<file path="src/pkg/cps_consts.vh">
// Behaviour
// - reset loads factory trim into trim register
// - trim bit 7 selects low/high range
// - low seven bits tune within range
// - enable sets only on 0x80 exact write
// - enable clears after four cycles or select write
// - rewrite during window neither restarts nor clears
// - divide by two to the select value
// - reset select 0000, or 0011 with fuse
// - select accepts only values 0 to 8, regardless of fuse
// - divided clock feeds cpu and peripherals
// - sleep only when sleep enable set
// - mode select bits pick sleep mode
// - wake on interrupt, hold cpu four extra
// - wake leaves register file and sram intact
// - reset during sleep restarts at reset vector
// - per-mode clock domain gating
// - async domain during sleep only with async timer running, always on while awake
// - per-mode wake source masks
// - brownout disable only in deep modes
// - sleep mode select encoding
// - glitch-free divider change timing
`ifndef CPS_CONSTS_VH
`define CPS_CONSTS_VH
`define CPS_OFF_TRIM 12'h000
`define CPS_OFF_DIV 12'h004
`define CPS_OFF_SLEEP 12'h008
`define CPS_OFF_STATUS 12'h00C
`define CPS_DIV_CE_BIT 7
`define CPS_DIV_CE_PATTERN 8'h80
`define CPS_DIV_CE_CYCLES 3'h4
`define CPS_DIV_MAX 4'h8
`define CPS_DIV_RST_FUSE 4'h3
`define CPS_DIV_RST_PLAIN 4'h0
`define CPS_WAKE_HOLD 3'h4
`define CPS_SM_IDLE 3'h0
`define CPS_SM_ADCNR 3'h1
`define CPS_SM_PDOWN 3'h2
`define CPS_SM_PSAVE 3'h3
`define CPS_SM_STBY 3'h6
`define CPS_SM_XSTBY 3'h7
`endif

</file>
<file path="src/cps_clock_sleep.v">
// The implementer's own choices: register access over APB and the register addresses.
`timescale 1ns/100ps
`include "cps_consts.vh"
module cps_clock_sleep #(
  parameter [7:0] FACTORY_TRIM = 8'h80,
  parameter [7:0] STARTUP_CYCLES = 8'h06
) (
  input wire sys_clk,
  input wire rstn,
  input wire psel,
  input wire penable,
  input wire pwrite,
  input wire [11:0] paddr,
  input wire [31:0] pwdata,
  output reg [31:0] prdata,
  output reg pready,
  output reg pslverr,
  input wire initial_div8_fuse,
  input wire sleep_instr,
  input wire async_timer_running,
  input wire bod_disable_req,
  input wire wake_ext_int,
  input wire wake_twi_match,
  input wire wake_wdt,
  input wire wake_async_timer,
  input wire wake_spm_ee,
  input wire wake_adc,
  input wire wake_other_io,
  output reg [7:0] rc_oscillator_trim,
  output reg clk_sys_en,
  output reg clk_cpu_en,
  output reg clk_flash_en,
  output reg clk_io_en,
  output reg clk_adc_en,
  output reg clk_asy_en,
  output reg main_osc_en,
  output reg timer_osc_en,
  output reg brownout_off,
  output reg cpu_hold,
  output reg cpu_reset_vector
);

  // ==========================================================
  // pin synchronisers
  // ==========================================================
  reg [9:0] sync1_q;
  reg [9:0] sync2_q;
  // wake inputs come from other domains; reset level only, no strap
  always @(posedge sys_clk) begin
    if (!rstn) begin
      sync1_q <= 10'h000;
      sync2_q <= 10'h000;
    end else begin
      sync1_q <= {initial_div8_fuse, async_timer_running, wake_other_io, wake_adc,
                  wake_spm_ee, wake_async_timer, wake_wdt, wake_twi_match, wake_ext_int, bod_disable_req};
      sync2_q <= sync1_q;
    end
  end
  wire fuse_s = sync2_q[9];
  wire async_run_s = sync2_q[8];

  // ==========================================================
  // apb register access
  // ==========================================================
  wire acc = psel & penable & ~pready;
  wire wr = acc & pwrite;
  wire wr_trim = wr & (paddr == `CPS_OFF_TRIM);
  wire wr_div = wr & (paddr == `CPS_OFF_DIV);
  wire wr_sleep = wr & (paddr == `CPS_OFF_SLEEP);
  wire mapped = (paddr == `CPS_OFF_TRIM) | (paddr == `CPS_OFF_DIV) |
                (paddr == `CPS_OFF_SLEEP) | (paddr == `CPS_OFF_STATUS);

  reg div_ce_q;
  reg [2:0] ce_cnt_q;
  reg [3:0] div_sel_q;
  reg fuse_seen_q;
  reg [1:0] fuse_dly_q;
  reg sleep_en_q;
  reg [2:0] sleep_mode_q;
  reg bods_q;
  reg asleep_q;
  reg [7:0] wake_cnt_q;
  reg waking_q;

  // one wait state keeps the answer one cycle after access start
  always @(posedge sys_clk) begin
    if (!rstn) begin
      pready <= 1'b0;
      pslverr <= 1'b0;
      prdata <= 32'h00000000;
    end else begin
      pready <= acc;
      pslverr <= acc & ~mapped;
      if (acc & ~pwrite) begin
        case (paddr)
          `CPS_OFF_TRIM: prdata <= {24'h000000, rc_oscillator_trim};
          `CPS_OFF_DIV: prdata <= {24'h000000, div_ce_q, 3'h0, div_sel_q};
          `CPS_OFF_SLEEP: prdata <= {24'h000000, 3'h0, bods_q, sleep_mode_q, sleep_en_q};
          `CPS_OFF_STATUS: prdata <= {24'h000000, 2'h0, waking_q, asleep_q, 4'h0};
          default: prdata <= 32'h00000000;
        endcase
      end else begin
        prdata <= 32'h00000000;
      end
    end
  end

  // ==========================================================
  // trim register
  // ==========================================================
  // bit 7 range, bits 6:0 fine tune go straight to the analog oscillator
  always @(posedge sys_clk) begin
    if (!rstn) begin
      rc_oscillator_trim <= FACTORY_TRIM;
    end else if (wr_trim) begin
      rc_oscillator_trim <= pwdata[7:0];
    end
  end

  // ==========================================================
  // divide control with protected change
  // ==========================================================
  function valid_code;
    input [3:0] c;
    begin
      valid_code = (c <= `CPS_DIV_MAX);
    end
  endfunction

  wire ce_write = wr_div & (pwdata[7:0] == `CPS_DIV_CE_PATTERN);
  wire sel_write = wr_div & div_ce_q & ~pwdata[`CPS_DIV_CE_BIT];

  // fuse is sampled through the synchroniser after release
  always @(posedge sys_clk) begin
    if (!rstn) begin
      div_ce_q <= 1'b0;
      ce_cnt_q <= 3'h0;
      div_sel_q <= `CPS_DIV_RST_PLAIN;
      fuse_seen_q <= 1'b0;
      fuse_dly_q <= 2'h0;
    end else begin
      fuse_dly_q <= {fuse_dly_q[0], 1'b1};
      // second stage holds the pin only two edges after release
      if (!fuse_seen_q && fuse_dly_q[1]) begin
        fuse_seen_q <= 1'b1;
        div_sel_q <= fuse_s ? `CPS_DIV_RST_FUSE : `CPS_DIV_RST_PLAIN;
      end
      if (sel_write) begin
        div_ce_q <= 1'b0;
        ce_cnt_q <= 3'h0;
        if (valid_code(pwdata[3:0]))
          div_sel_q <= pwdata[3:0];
      end else if (div_ce_q) begin
        // a rewrite does not touch the counter
        if (ce_cnt_q == `CPS_DIV_CE_CYCLES - 3'h1) begin
          div_ce_q <= 1'b0;
          ce_cnt_q <= 3'h0;
        end else begin
          ce_cnt_q <= ce_cnt_q + 3'h1;
        end
      end else if (ce_write) begin
        div_ce_q <= 1'b1;
        ce_cnt_q <= 3'h0;
      end
    end
  end

  // ==========================================================
  // glitch-free divider
  // ==========================================================
  reg [7:0] div_cnt_q;
  reg [3:0] div_act_q;
  reg div_pend_q;
  function [7:0] div_last;
    input [3:0] c;
    begin
      div_last = (8'h01 << c) - 8'h01;
    end
  endfunction
  // new factor latched only at a period boundary, so no short pulse
  always @(posedge sys_clk) begin
    if (!rstn) begin
      div_cnt_q <= 8'h00;
      div_act_q <= `CPS_DIV_RST_PLAIN;
      div_pend_q <= 1'b0;
      clk_sys_en <= 1'b0;
    end else begin
      if (div_act_q != div_sel_q)
        div_pend_q <= 1'b1;
      if (div_cnt_q >= div_last(div_act_q)) begin
        div_cnt_q <= 8'h00;
        clk_sys_en <= 1'b1;
        if (div_pend_q || div_act_q != div_sel_q) begin
          div_act_q <= div_sel_q;
          div_pend_q <= 1'b0;
        end
      end else begin
        div_cnt_q <= div_cnt_q + 8'h01;
        clk_sys_en <= 1'b0;
      end
    end
  end

  // ==========================================================
  // sleep control register
  // ==========================================================
  always @(posedge sys_clk) begin
    if (!rstn) begin
      sleep_en_q <= 1'b0;
      sleep_mode_q <= `CPS_SM_IDLE;
      bods_q <= 1'b0;
    end else if (wr_sleep) begin
      sleep_en_q <= pwdata[0];
      sleep_mode_q <= pwdata[3:1];
      bods_q <= pwdata[4];
    end
  end

  // ==========================================================
  // wake source decode
  // ==========================================================
  function wake_ok;
    input [2:0] m;
    input [6:0] w;
    reg deep;
    begin
      deep = ~((m == `CPS_SM_IDLE) | (m == `CPS_SM_ADCNR) | (m == `CPS_SM_PSAVE) | (m == `CPS_SM_XSTBY));
      wake_ok = w[0] | w[1] | w[2] |
                (w[3] & ~deep) |
                ((w[4] | w[5]) & ((m == `CPS_SM_IDLE) | (m == `CPS_SM_ADCNR))) |
                (w[6] & (m == `CPS_SM_IDLE));
    end
  endfunction
  wire wake_now = wake_ok(sleep_mode_q, sync2_q[7:1]);
  // unused codes behave as power-down, so they allow it too
  wire bod_mode = (sleep_mode_q != `CPS_SM_IDLE) &
                  (sleep_mode_q != `CPS_SM_ADCNR);

  // ==========================================================
  // sleep state machine
  // ==========================================================
  // reset leaves via rstn: cpu restarts at vector, not after sleep
  always @(posedge sys_clk) begin
    if (!rstn) begin
      asleep_q <= 1'b0;
      waking_q <= 1'b0;
      wake_cnt_q <= 8'h00;
      cpu_reset_vector <= 1'b1;
    end else begin
      cpu_reset_vector <= 1'b0;
      if (!asleep_q && !waking_q) begin
        if (sleep_instr && sleep_en_q)
          asleep_q <= 1'b1;
      end else if (asleep_q) begin
        if (wake_now) begin
          asleep_q <= 1'b0;
          waking_q <= 1'b1;
          wake_cnt_q <= STARTUP_CYCLES + {5'h00, `CPS_WAKE_HOLD};
        end
      end else if (wake_cnt_q == 8'h01) begin
        waking_q <= 1'b0;
        wake_cnt_q <= 8'h00;
      end else begin
        wake_cnt_q <= wake_cnt_q - 8'h01;
      end
    end
  end

  // ==========================================================
  // clock domain gating
  // ==========================================================
  // memory never reset by this block, so contents survive sleep
  always @(posedge sys_clk) begin
    if (!rstn) begin
      clk_cpu_en <= 1'b1;
      clk_flash_en <= 1'b1;
      clk_io_en <= 1'b1;
      clk_adc_en <= 1'b1;
      clk_asy_en <= 1'b1;
      main_osc_en <= 1'b1;
      timer_osc_en <= 1'b0;
      brownout_off <= 1'b0;
      cpu_hold <= 1'b0;
    end else begin
      cpu_hold <= asleep_q | waking_q;
      brownout_off <= asleep_q & bods_q & bod_mode;
      if (!asleep_q) begin
        clk_cpu_en <= ~waking_q;
        clk_flash_en <= ~waking_q;
        clk_io_en <= 1'b1;
        clk_adc_en <= 1'b1;
        clk_asy_en <= 1'b1;
        main_osc_en <= 1'b1;
        timer_osc_en <= async_run_s;
      end else begin
        clk_cpu_en <= 1'b0;
        clk_flash_en <= 1'b0;
        case (sleep_mode_q)
          `CPS_SM_IDLE: begin
            clk_io_en <= 1'b1;
            clk_adc_en <= 1'b1;
            clk_asy_en <= async_run_s;
            main_osc_en <= 1'b1;
            timer_osc_en <= async_run_s;
          end
          `CPS_SM_ADCNR: begin
            clk_io_en <= 1'b0;
            clk_adc_en <= 1'b1;
            clk_asy_en <= async_run_s;
            main_osc_en <= 1'b1;
            timer_osc_en <= async_run_s;
          end
          `CPS_SM_PSAVE: begin
            clk_io_en <= 1'b0;
            clk_adc_en <= 1'b0;
            clk_asy_en <= async_run_s;
            main_osc_en <= 1'b0;
            timer_osc_en <= async_run_s;
          end
          `CPS_SM_STBY: begin
            clk_io_en <= 1'b0;
            clk_adc_en <= 1'b0;
            clk_asy_en <= 1'b0;
            main_osc_en <= 1'b1;
            timer_osc_en <= 1'b0;
          end
          `CPS_SM_XSTBY: begin
            clk_io_en <= 1'b0;
            clk_adc_en <= 1'b0;
            clk_asy_en <= async_run_s;
            main_osc_en <= 1'b1;
            timer_osc_en <= async_run_s;
          end
          default: begin
            // power-down and unused codes stop everything
            clk_io_en <= 1'b0;
            clk_adc_en <= 1'b0;
            clk_asy_en <= 1'b0;
            main_osc_en <= 1'b0;
            timer_osc_en <= 1'b0;
          end
        endcase
      end
    end
  end

endmodule // cps_clock_sleep

</file>
<file path="config.mk">
export PLATFORM = sky130hd
export DESIGN_NAME = cps_clock_sleep
export DESIGN_NICKNAME = d
export VERILOG_FILES = /design/src/cps_clock_sleep.v
export VERILOG_INCLUDE_DIRS = /design/src /design/src/pkg
export SDC_FILE = /design/constraint.sdc
export NUM_CORES = 1
export LEC_CHECK = 0
export BUFFER_PORTS_ARGS = -buffer_cell sky130_fd_sc_hd__buf_2
export CORE_ASPECT_RATIO = 1.75
export CORE_MARGIN = 2
export CORE_UTILIZATION = 51
export DETAILED_ROUTE_END_ITERATION = 7
export PLACE_DENSITY = 0.79
export SLEW_MARGIN = 20
export SYNTH_ARGS = -nofsm -noshare
export SYNTH_HDL_FRONTEND = slang
export SYNTH_SLANG_ARGS = --single-unit
</file>
<file path="constraint.sdc">
create_clock -name sys_clk -period 3.8 [get_ports sys_clk]
set_input_delay 0.19 -clock sys_clk [delete_from_list [all_inputs] [get_ports sys_clk]]
set_output_delay 0.19 -clock sys_clk [all_outputs]
set_load 0.01 [all_outputs]
</file>
==> impl_metrics.ini, run 1 <==
[outcome]
outcome = finished, final reports clean

[timing]
period_minus_slack_ps = 2920
drv_slew = 0
fin_worst_skew_ps = 3.29
tightest_slew_ps = 654
maxSlewHeadroom_pct = 56.4
fin_crit_sh_pct = 76.9
rsz0062_at_grt = false
fmaxAchievable_mhz = 342
setup_tns_ps = 0
setup_viol = 0
hold_violations = 0

[detailed_routing]
antenna_left = 0
drc_errors = 0
avgViaCountPerCell = 5.36
drtIter0Drc = 115
dr.pass1.iters = 4
wl_per_cell_um = 13.6
vias = 3063
drt_wl_total_um = 7760

[synth]
ys_warn_count = 0
synth_edf_count = 0
synth.distinct_cells = 53
ys_async_sr_fraction_pct = 0
dominantRegCellSynth = dfxtp_1
synth-seq-area-share_pct = 45.6
netlist_area_mm2 = 0.00373
postSynthCellCount = 423
synth-seq-cells = 85
syn_avg_cell_area_um2 = 8.81

[final_layout]
final_cells = 571
drive_gt1_share_pct = 18.6
seqCellArea_mm2 = 0.00170
diodes = 0
multi_input_area_mm2 = 0.00180
nFillCells = 615
fin_util_pct = 60.7
area_delta_synth_final_pct = 16.1
nets = 554

[cts]
cts_max_level = 3
clock-root-buffer = clkbuf_16
post-cts-setup-buffers = 0
cts_tree = done
postCtsHoldBufs = 0
clkSlewWorstSetupHoldPaths_ps = 60
cts_resized = 0
clk_path_buf_depth = 2
numCtsBuffers = 9
clock_latency_ps = 340
clock_sinks = 85

[placed_design]
place_inst = 556
gp_congestion = 0.819
hpwl_um = 5740
io_buffers = 63

[worst_setup_path]
regToRegSetupSlack_ps = 880
worst-setup-path-type = reg2reg
crit_arrival_ps = 3190
crit_required_ps = 4070
setup.worst_path.start = div_act_q[1]$_SDFFE_PN0P_
critPathCaptureType = flop
crit_end = div_cnt_q[7]$_SDFF_PP0_
worstReg2RegStart = div_act_q[1]$_SDFFE_PN0P_
rr_endpoint = div_cnt_q[7]$_SDFF_PP0_
worst_r2r_path_depth = 13
worstSetupStartpointType = flop
path_max_fanout = 10

[die]
start_util_pct = 52.3
die_area_mm2 = 0.00804
die-width_um = 68.6
io_pins = 113
core_mm2 = 0.00713
row_count = 41
die_y_um = 117

[grt]
overflow = 0
grtUsageTotal_pct = 21.1
antenna_found_initial = 0
grt_start_max_net_pins = 59
first_global_vias = 2875
grt_pass1_wl_um = 12600

[worst_hold_path]
hold_path.class = in2reg

[power]
power.leakage_nw = 1.79
ir_drop_uv = 334
power_density_mw_per_mm2 = 445

[job]
timing.max_cap.violations = 0
[how the worst min path moves through the flow]
stage | cells past startpoint | startpoint | slack [ps] | endpoint
final | 2 | wake_twi_match | 50 | sync1_q[2]$_SDFF_PN0_
after global placement | 2 | async_timer_running | 390 | sync1_q[8]$_SDFF_PN0_
after global routing | 2 | wake_twi_match | 50 | sync1_q[2]$_SDFF_PN0_
after floorplan | 0 | rstn | 220 | fuse_dly_q[0]$_DFF_P_
after detailed placement | 2 | wake_async_timer | 400 | sync1_q[4]$_SDFF_PN0_
after CTS | 2 | async_timer_running | 40 | sync1_q[8]$_SDFF_PN0_
[cell usage after synthesis (all sizes together), types with 2 or more instances]
cell type,instances,area (um^2)
o22ai,3,18.8
o32ai,2,25.0
or3,6,37.5
a21oi,23,115
mux2i,10,100
nor3b,3,22.5
a21o,2,15.0
nor2b,3,18.8
dfxtp,85,1700
or4,4,33.8
nand3,27,135
or2,3,21.3
a21boi,2,15.0
a31oi,4,25.0
nor3,6,35.0
nand3b,2,15.0
buf,27,196
o211ai,2,15.0
and3,3,18.8
a211oi,7,65.1
nand4,3,18.8
nor4,5,46.3
nand4b,3,26.3
nand2b,4,25.0
nand2,38,143
inv,17,63.8
ha,13,163
xor2,5,43.8
and2,20,125
clkbuf,14,52.6
o21ai,22,110
xnor2,4,35.0
nor2,40,150
[where the power goes]
part | internal, mW | total (mW) | switching [mW]
logic | 0.0289 | 0.0797 | 0.0507
registers | 0.905 | 0.909 | 0.00416
clock network | 0.591 | 0.938 | 0.347
[metrics by stage]
stage                     hold WS [ps]  power, mW  setup WS [ps]  cell area, um^2
after floorplan                    218      0.994            986             3810
after global placement             395       1.01           1080             4000
after detailed placement           400       1.01            921             4000
after CTS                         42.0       1.94            905             4330
after global routing              53.1       1.99            622             4330
final                             50.1       1.93            878             4330
[logic make-up (layout without fill, tap and decap cells)]
group                      count (synthesis)  count (layout)  synth area share, %
and+or+nand+nor                          174             174                 24.4
DFF                                       85              85                 45.6
AOI/OAI and AO/OA                         72              72                 12.0
buffers and inverters                     58              97                 8.39
adders and majority gates                 13              13                 4.36
muxes                                     11              11                 2.99
xor gates and xnor gates                   9               9                 2.11
other                                      1              24                0.101
[routing by layer]
metal	vias to the layer above	wire (um)	track usage, %
met5	-	0	0
met3	22	321	4.11
met1	1428	2890	22.1
met4	0	315	13.7
li1	1527	-	-
met2	86	4230	37.0
[layout by cell type (no fill, tap or decap), drive strengths merged, types with 4 or more instances in the layout]
cell type,synthesis,final
dfxtp,85,85
buf,27,65
nor2,40,40
nand2,38,38
nand3,27,27
conb,1,24
a21oi,23,23
o21ai,22,22
and2,20,20
inv,17,17
ha,13,13
mux2i,10,10
clkbuf,14,10
a211oi,7,7
or3,6,6
nor3,6,6
xor2,5,5
nor4,5,5
xnor2,4,4
nand2b,4,4
a31oi,4,4
or4,4,4
[area by class of cell]
| class | count | area share (%) |
|---|---|---|
| tap | 86 | 2.49 |
| multi-input combinational | 303 | 41.6 |
| clock buffer | 10 | 5.52 |
| inverter | 17 | 1.47 |
| sequential | 85 | 39.3 |
| clock inverter | 5 | 1.97 |
| timing repair buffer | 65 | 7.63 |
[state kept, by name, summed over array words and instances (netlist names), 2 cells and up]
name and count:
div_sel_q 4, fuse_dly_q 2, rc_oscillator_trim 8, sync1_q 9
wake_cnt_q 8, sleep_mode_q 3, prdata 8, ce_cnt_q 3
sync2_q 9, div_act_q 4, div_cnt_q 8
[worst max-delay path, stage by stage (launching register included)]
cell and delay (ps):
dfxtp_1 390, nor3_1 270, nand2_1 120, ha_1 260, nor3_1 210, mux2_2 190
a21boi_0 80, ha_1 210, a211oi_1 220, nor2_1 80, a211oi_1 230, buf_4 210
nand2_1 200, nor2_1 180
Power figures use the tool's default switching activity.
==> run 2, diff against run 1 <==
==> constraint.sdc (replaced) <==
create_clock -name sys_clk -period 2.9 [get_ports sys_clk]
set_input_delay 0.145 -clock sys_clk [delete_from_list [all_inputs] [get_ports sys_clk]]
set_output_delay 0.145 -clock sys_clk [all_outputs]
set_load 0.01 [all_outputs]
==> impl_metrics.ini, run 2 (same netlist as run 1, synthesis figures left out) <==
[grt]
antenna_found_initial = 0
first_global_vias = 2918
overflow = 0
grtUsageTotal_pct = 21.1
grt_start_max_net_pins = 35
grt_pass1_wl_um = 12500

[timing]
setup_tns_ps = 0
tightest_slew_ps = 619
fin_crit_sh_pct = 92.9
maxSlewHeadroom_pct = 58.4
fin_worst_skew_ps = 2.75
setup_viol = 0
period_minus_slack_ps = 2690
fmaxAchievable_mhz = 371
finalWorstSetupSlack_ps = 207
drv_slew = 0
rsz0062_at_grt = false
hold_violations = 0

[power]
ir_drop_uv = 328
p_sw_mw = 0.546
power.leakage_nw = 1.78
sequentialPowerShare_pct = 50.7
pwr-share-clk_pct = 44.8
switching_share_pct = 23.2
power_frac_comb_pct = 4.5
power_density_mw_per_mm2 = 543
internal_power_mw = 1.80

[worst_setup_path]
worstReg2RegStart = div_act_q[0]$_SDFFE_PN0P_
crit_cells = 13
worstSetupStartpointType = flop
slowest_delay_ps = 460
worst_r2r_path_depth = 13
worst-setup-path-type = reg2reg
critPathCaptureType = flop
crit_arrival_ps = 2970
cp_slowest_cell = dfxtp_1
regToRegSetupSlack_ps = 210
crit_required_ps = 3180
cpLargestDelayFamily = simple AND/OR/NAND/NOR gates
path_max_fanout = 8
cp_cell_sequence = inv_1, nand2_1, ha_1, nor3_2, mux2_2, a21boi_0, ha_1, nand4_1, nor2_1, a211oi_1, buf_4, nand2_2, nor2_1
critPathBufInv = 2
rr_endpoint = div_cnt_q[2]$_SDFF_PP0_

[final_layout]
diodes = 0
nets = 558
largestRegisters = sync1_q x9, sync2_q x9
area_delta_synth_final_pct = 16.1
layout_commonest_cell = dfxtp_1
nFillCells = 613
drive_gt1_share_pct = 20.0
layout_common_cells = dfxtp_1, buf_2, nor2_1
fin_area_mm2 = 0.00433

[die]
core_mm2 = 0.00713
io_pins = 113
die_y_um = 117
start_util_pct = 52.3
die-width_um = 68.6
row_count = 41
die_area_mm2 = 0.00804

[detailed_routing]
wl_per_cell_um = 13.6
drtIter0Drc = 157
drc_errors = 0
avgViaCountPerCell = 5.33
drt_wl_total_um = 7820
dr.pass1.iters = 4
vias = 3070
antenna_left = 0

[placed_design]
dp_slack_ps = 110
postPlaceCellArea_mm2 = 0.00403
hpwl_um = 5740
io_buffers = 63
gp_congestion = 0.860

[worst_hold_path]
hold_path.class = in2reg
min_from = wake_other_io
holdPathEnd = sync1_q[7]$_SDFF_PN0_
whs_path_depth = 2

[cts]
clock-root-buffer = clkbuf_16
clkSlewWorstSetupHoldPaths_ps = 60
clk_path_buf_depth = 2
clock_sinks = 85
clock_latency_ps = 340
cts_max_level = 3
cts_tree = done
numCtsBuffers = 9

[job]
timing.max_cap.violations = 0

[outcome]
outcome = finished, final reports clean
run 2: cell count changes in the layout (fill, tap and decap cells not counted):
cell / change
buf_4: +3
dfxtp_2: +1
bufinv_16: -2
nor3_2: +2
dlygate4sd3_1: +1
nand2_1: -1
clkinvlp_4: +3
dfxtp_1: -1
nor3_1: -2
clkbuf_8: -1
clkinv_2: +1
nand2_2: +1
run 2: layout make-up:
class	instances	area (um^2)	area share (%)
multi-input cells	303	1810	41.9
flip-flops and latches	85	1700	39.3
repair buffers	69	363	8.38
clock buffers	9	225	5.20
well taps	86	108	2.49
inverters	17	63.8	1.47
clock inverters	7	52.6	1.21
run 2: worst max-delay path by stage:
stage,end,slack [ps],startpoint
CTS,div_cnt_q[2]$_SDFF_PP0_,30,div_act_q[3]$_SDFFE_PN0P_
floorplan,div_cnt_q[2]$_SDFF_PP0_,90,div_act_q[1]$_SDFFE_PN0P_
detailed placement,div_cnt_q[2]$_SDFF_PP0_,110,div_act_q[3]$_SDFFE_PN0P_
global placement,div_pend_q$_SDFF_PN0_,240,div_act_q[3]$_SDFFE_PN0P_
global route,div_act_q[3]$_SDFFE_PN0P_,1,div_act_q[0]$_SDFFE_PN0P_
finish,div_cnt_q[2]$_SDFF_PP0_,210,div_act_q[0]$_SDFFE_PN0P_
run 2: per-layer routing:
metal  wire, um  vias up  track usage [%]
met3        300       22             3.54
met1       2910     1423             21.3
met2       4290       95             37.9
li1           -     1530                -
met5          0        -                0
met4        314        0             13.9
run 2: timing repair:
action / 4_1_cts / 5_1_grt
hold buffers: 1 / 0
resized for setup: 0 / 4
buffers inserted: 0 / 0
endpoints found under the hold margin: 1 / 0
setup endpoints to repair: 0 / 12
run 2: power by group through the flow:
stage	clock, mW	sequential (mW)	combinational, mW
after floorplan	0	1.22	0.0859
after global routing	1.12	1.19	0.118
after CTS	1.07	1.19	0.106
after global placement	0	1.22	0.102
final	1.05	1.19	0.106
after detailed placement	0	1.22	0.104
run 2: per-stage QoR:
| step | cells | hold slack (ps) | util, % | power (mW) |
|---|---|---|---|---|
| finish | 576 | 5.69 | 60.7 | 2.35 |
| global route | 576 | 7.91 | 60.7 | 2.43 |
| CTS | 576 | 2.58 | 60.5 | 2.36 |
| detailed placement | 559 | 354 | 56.5 | 1.32 |
| global placement | 559 | 350 | 56.5 | 1.32 |
| floorplan | 446 | 173 | - | 1.30 |
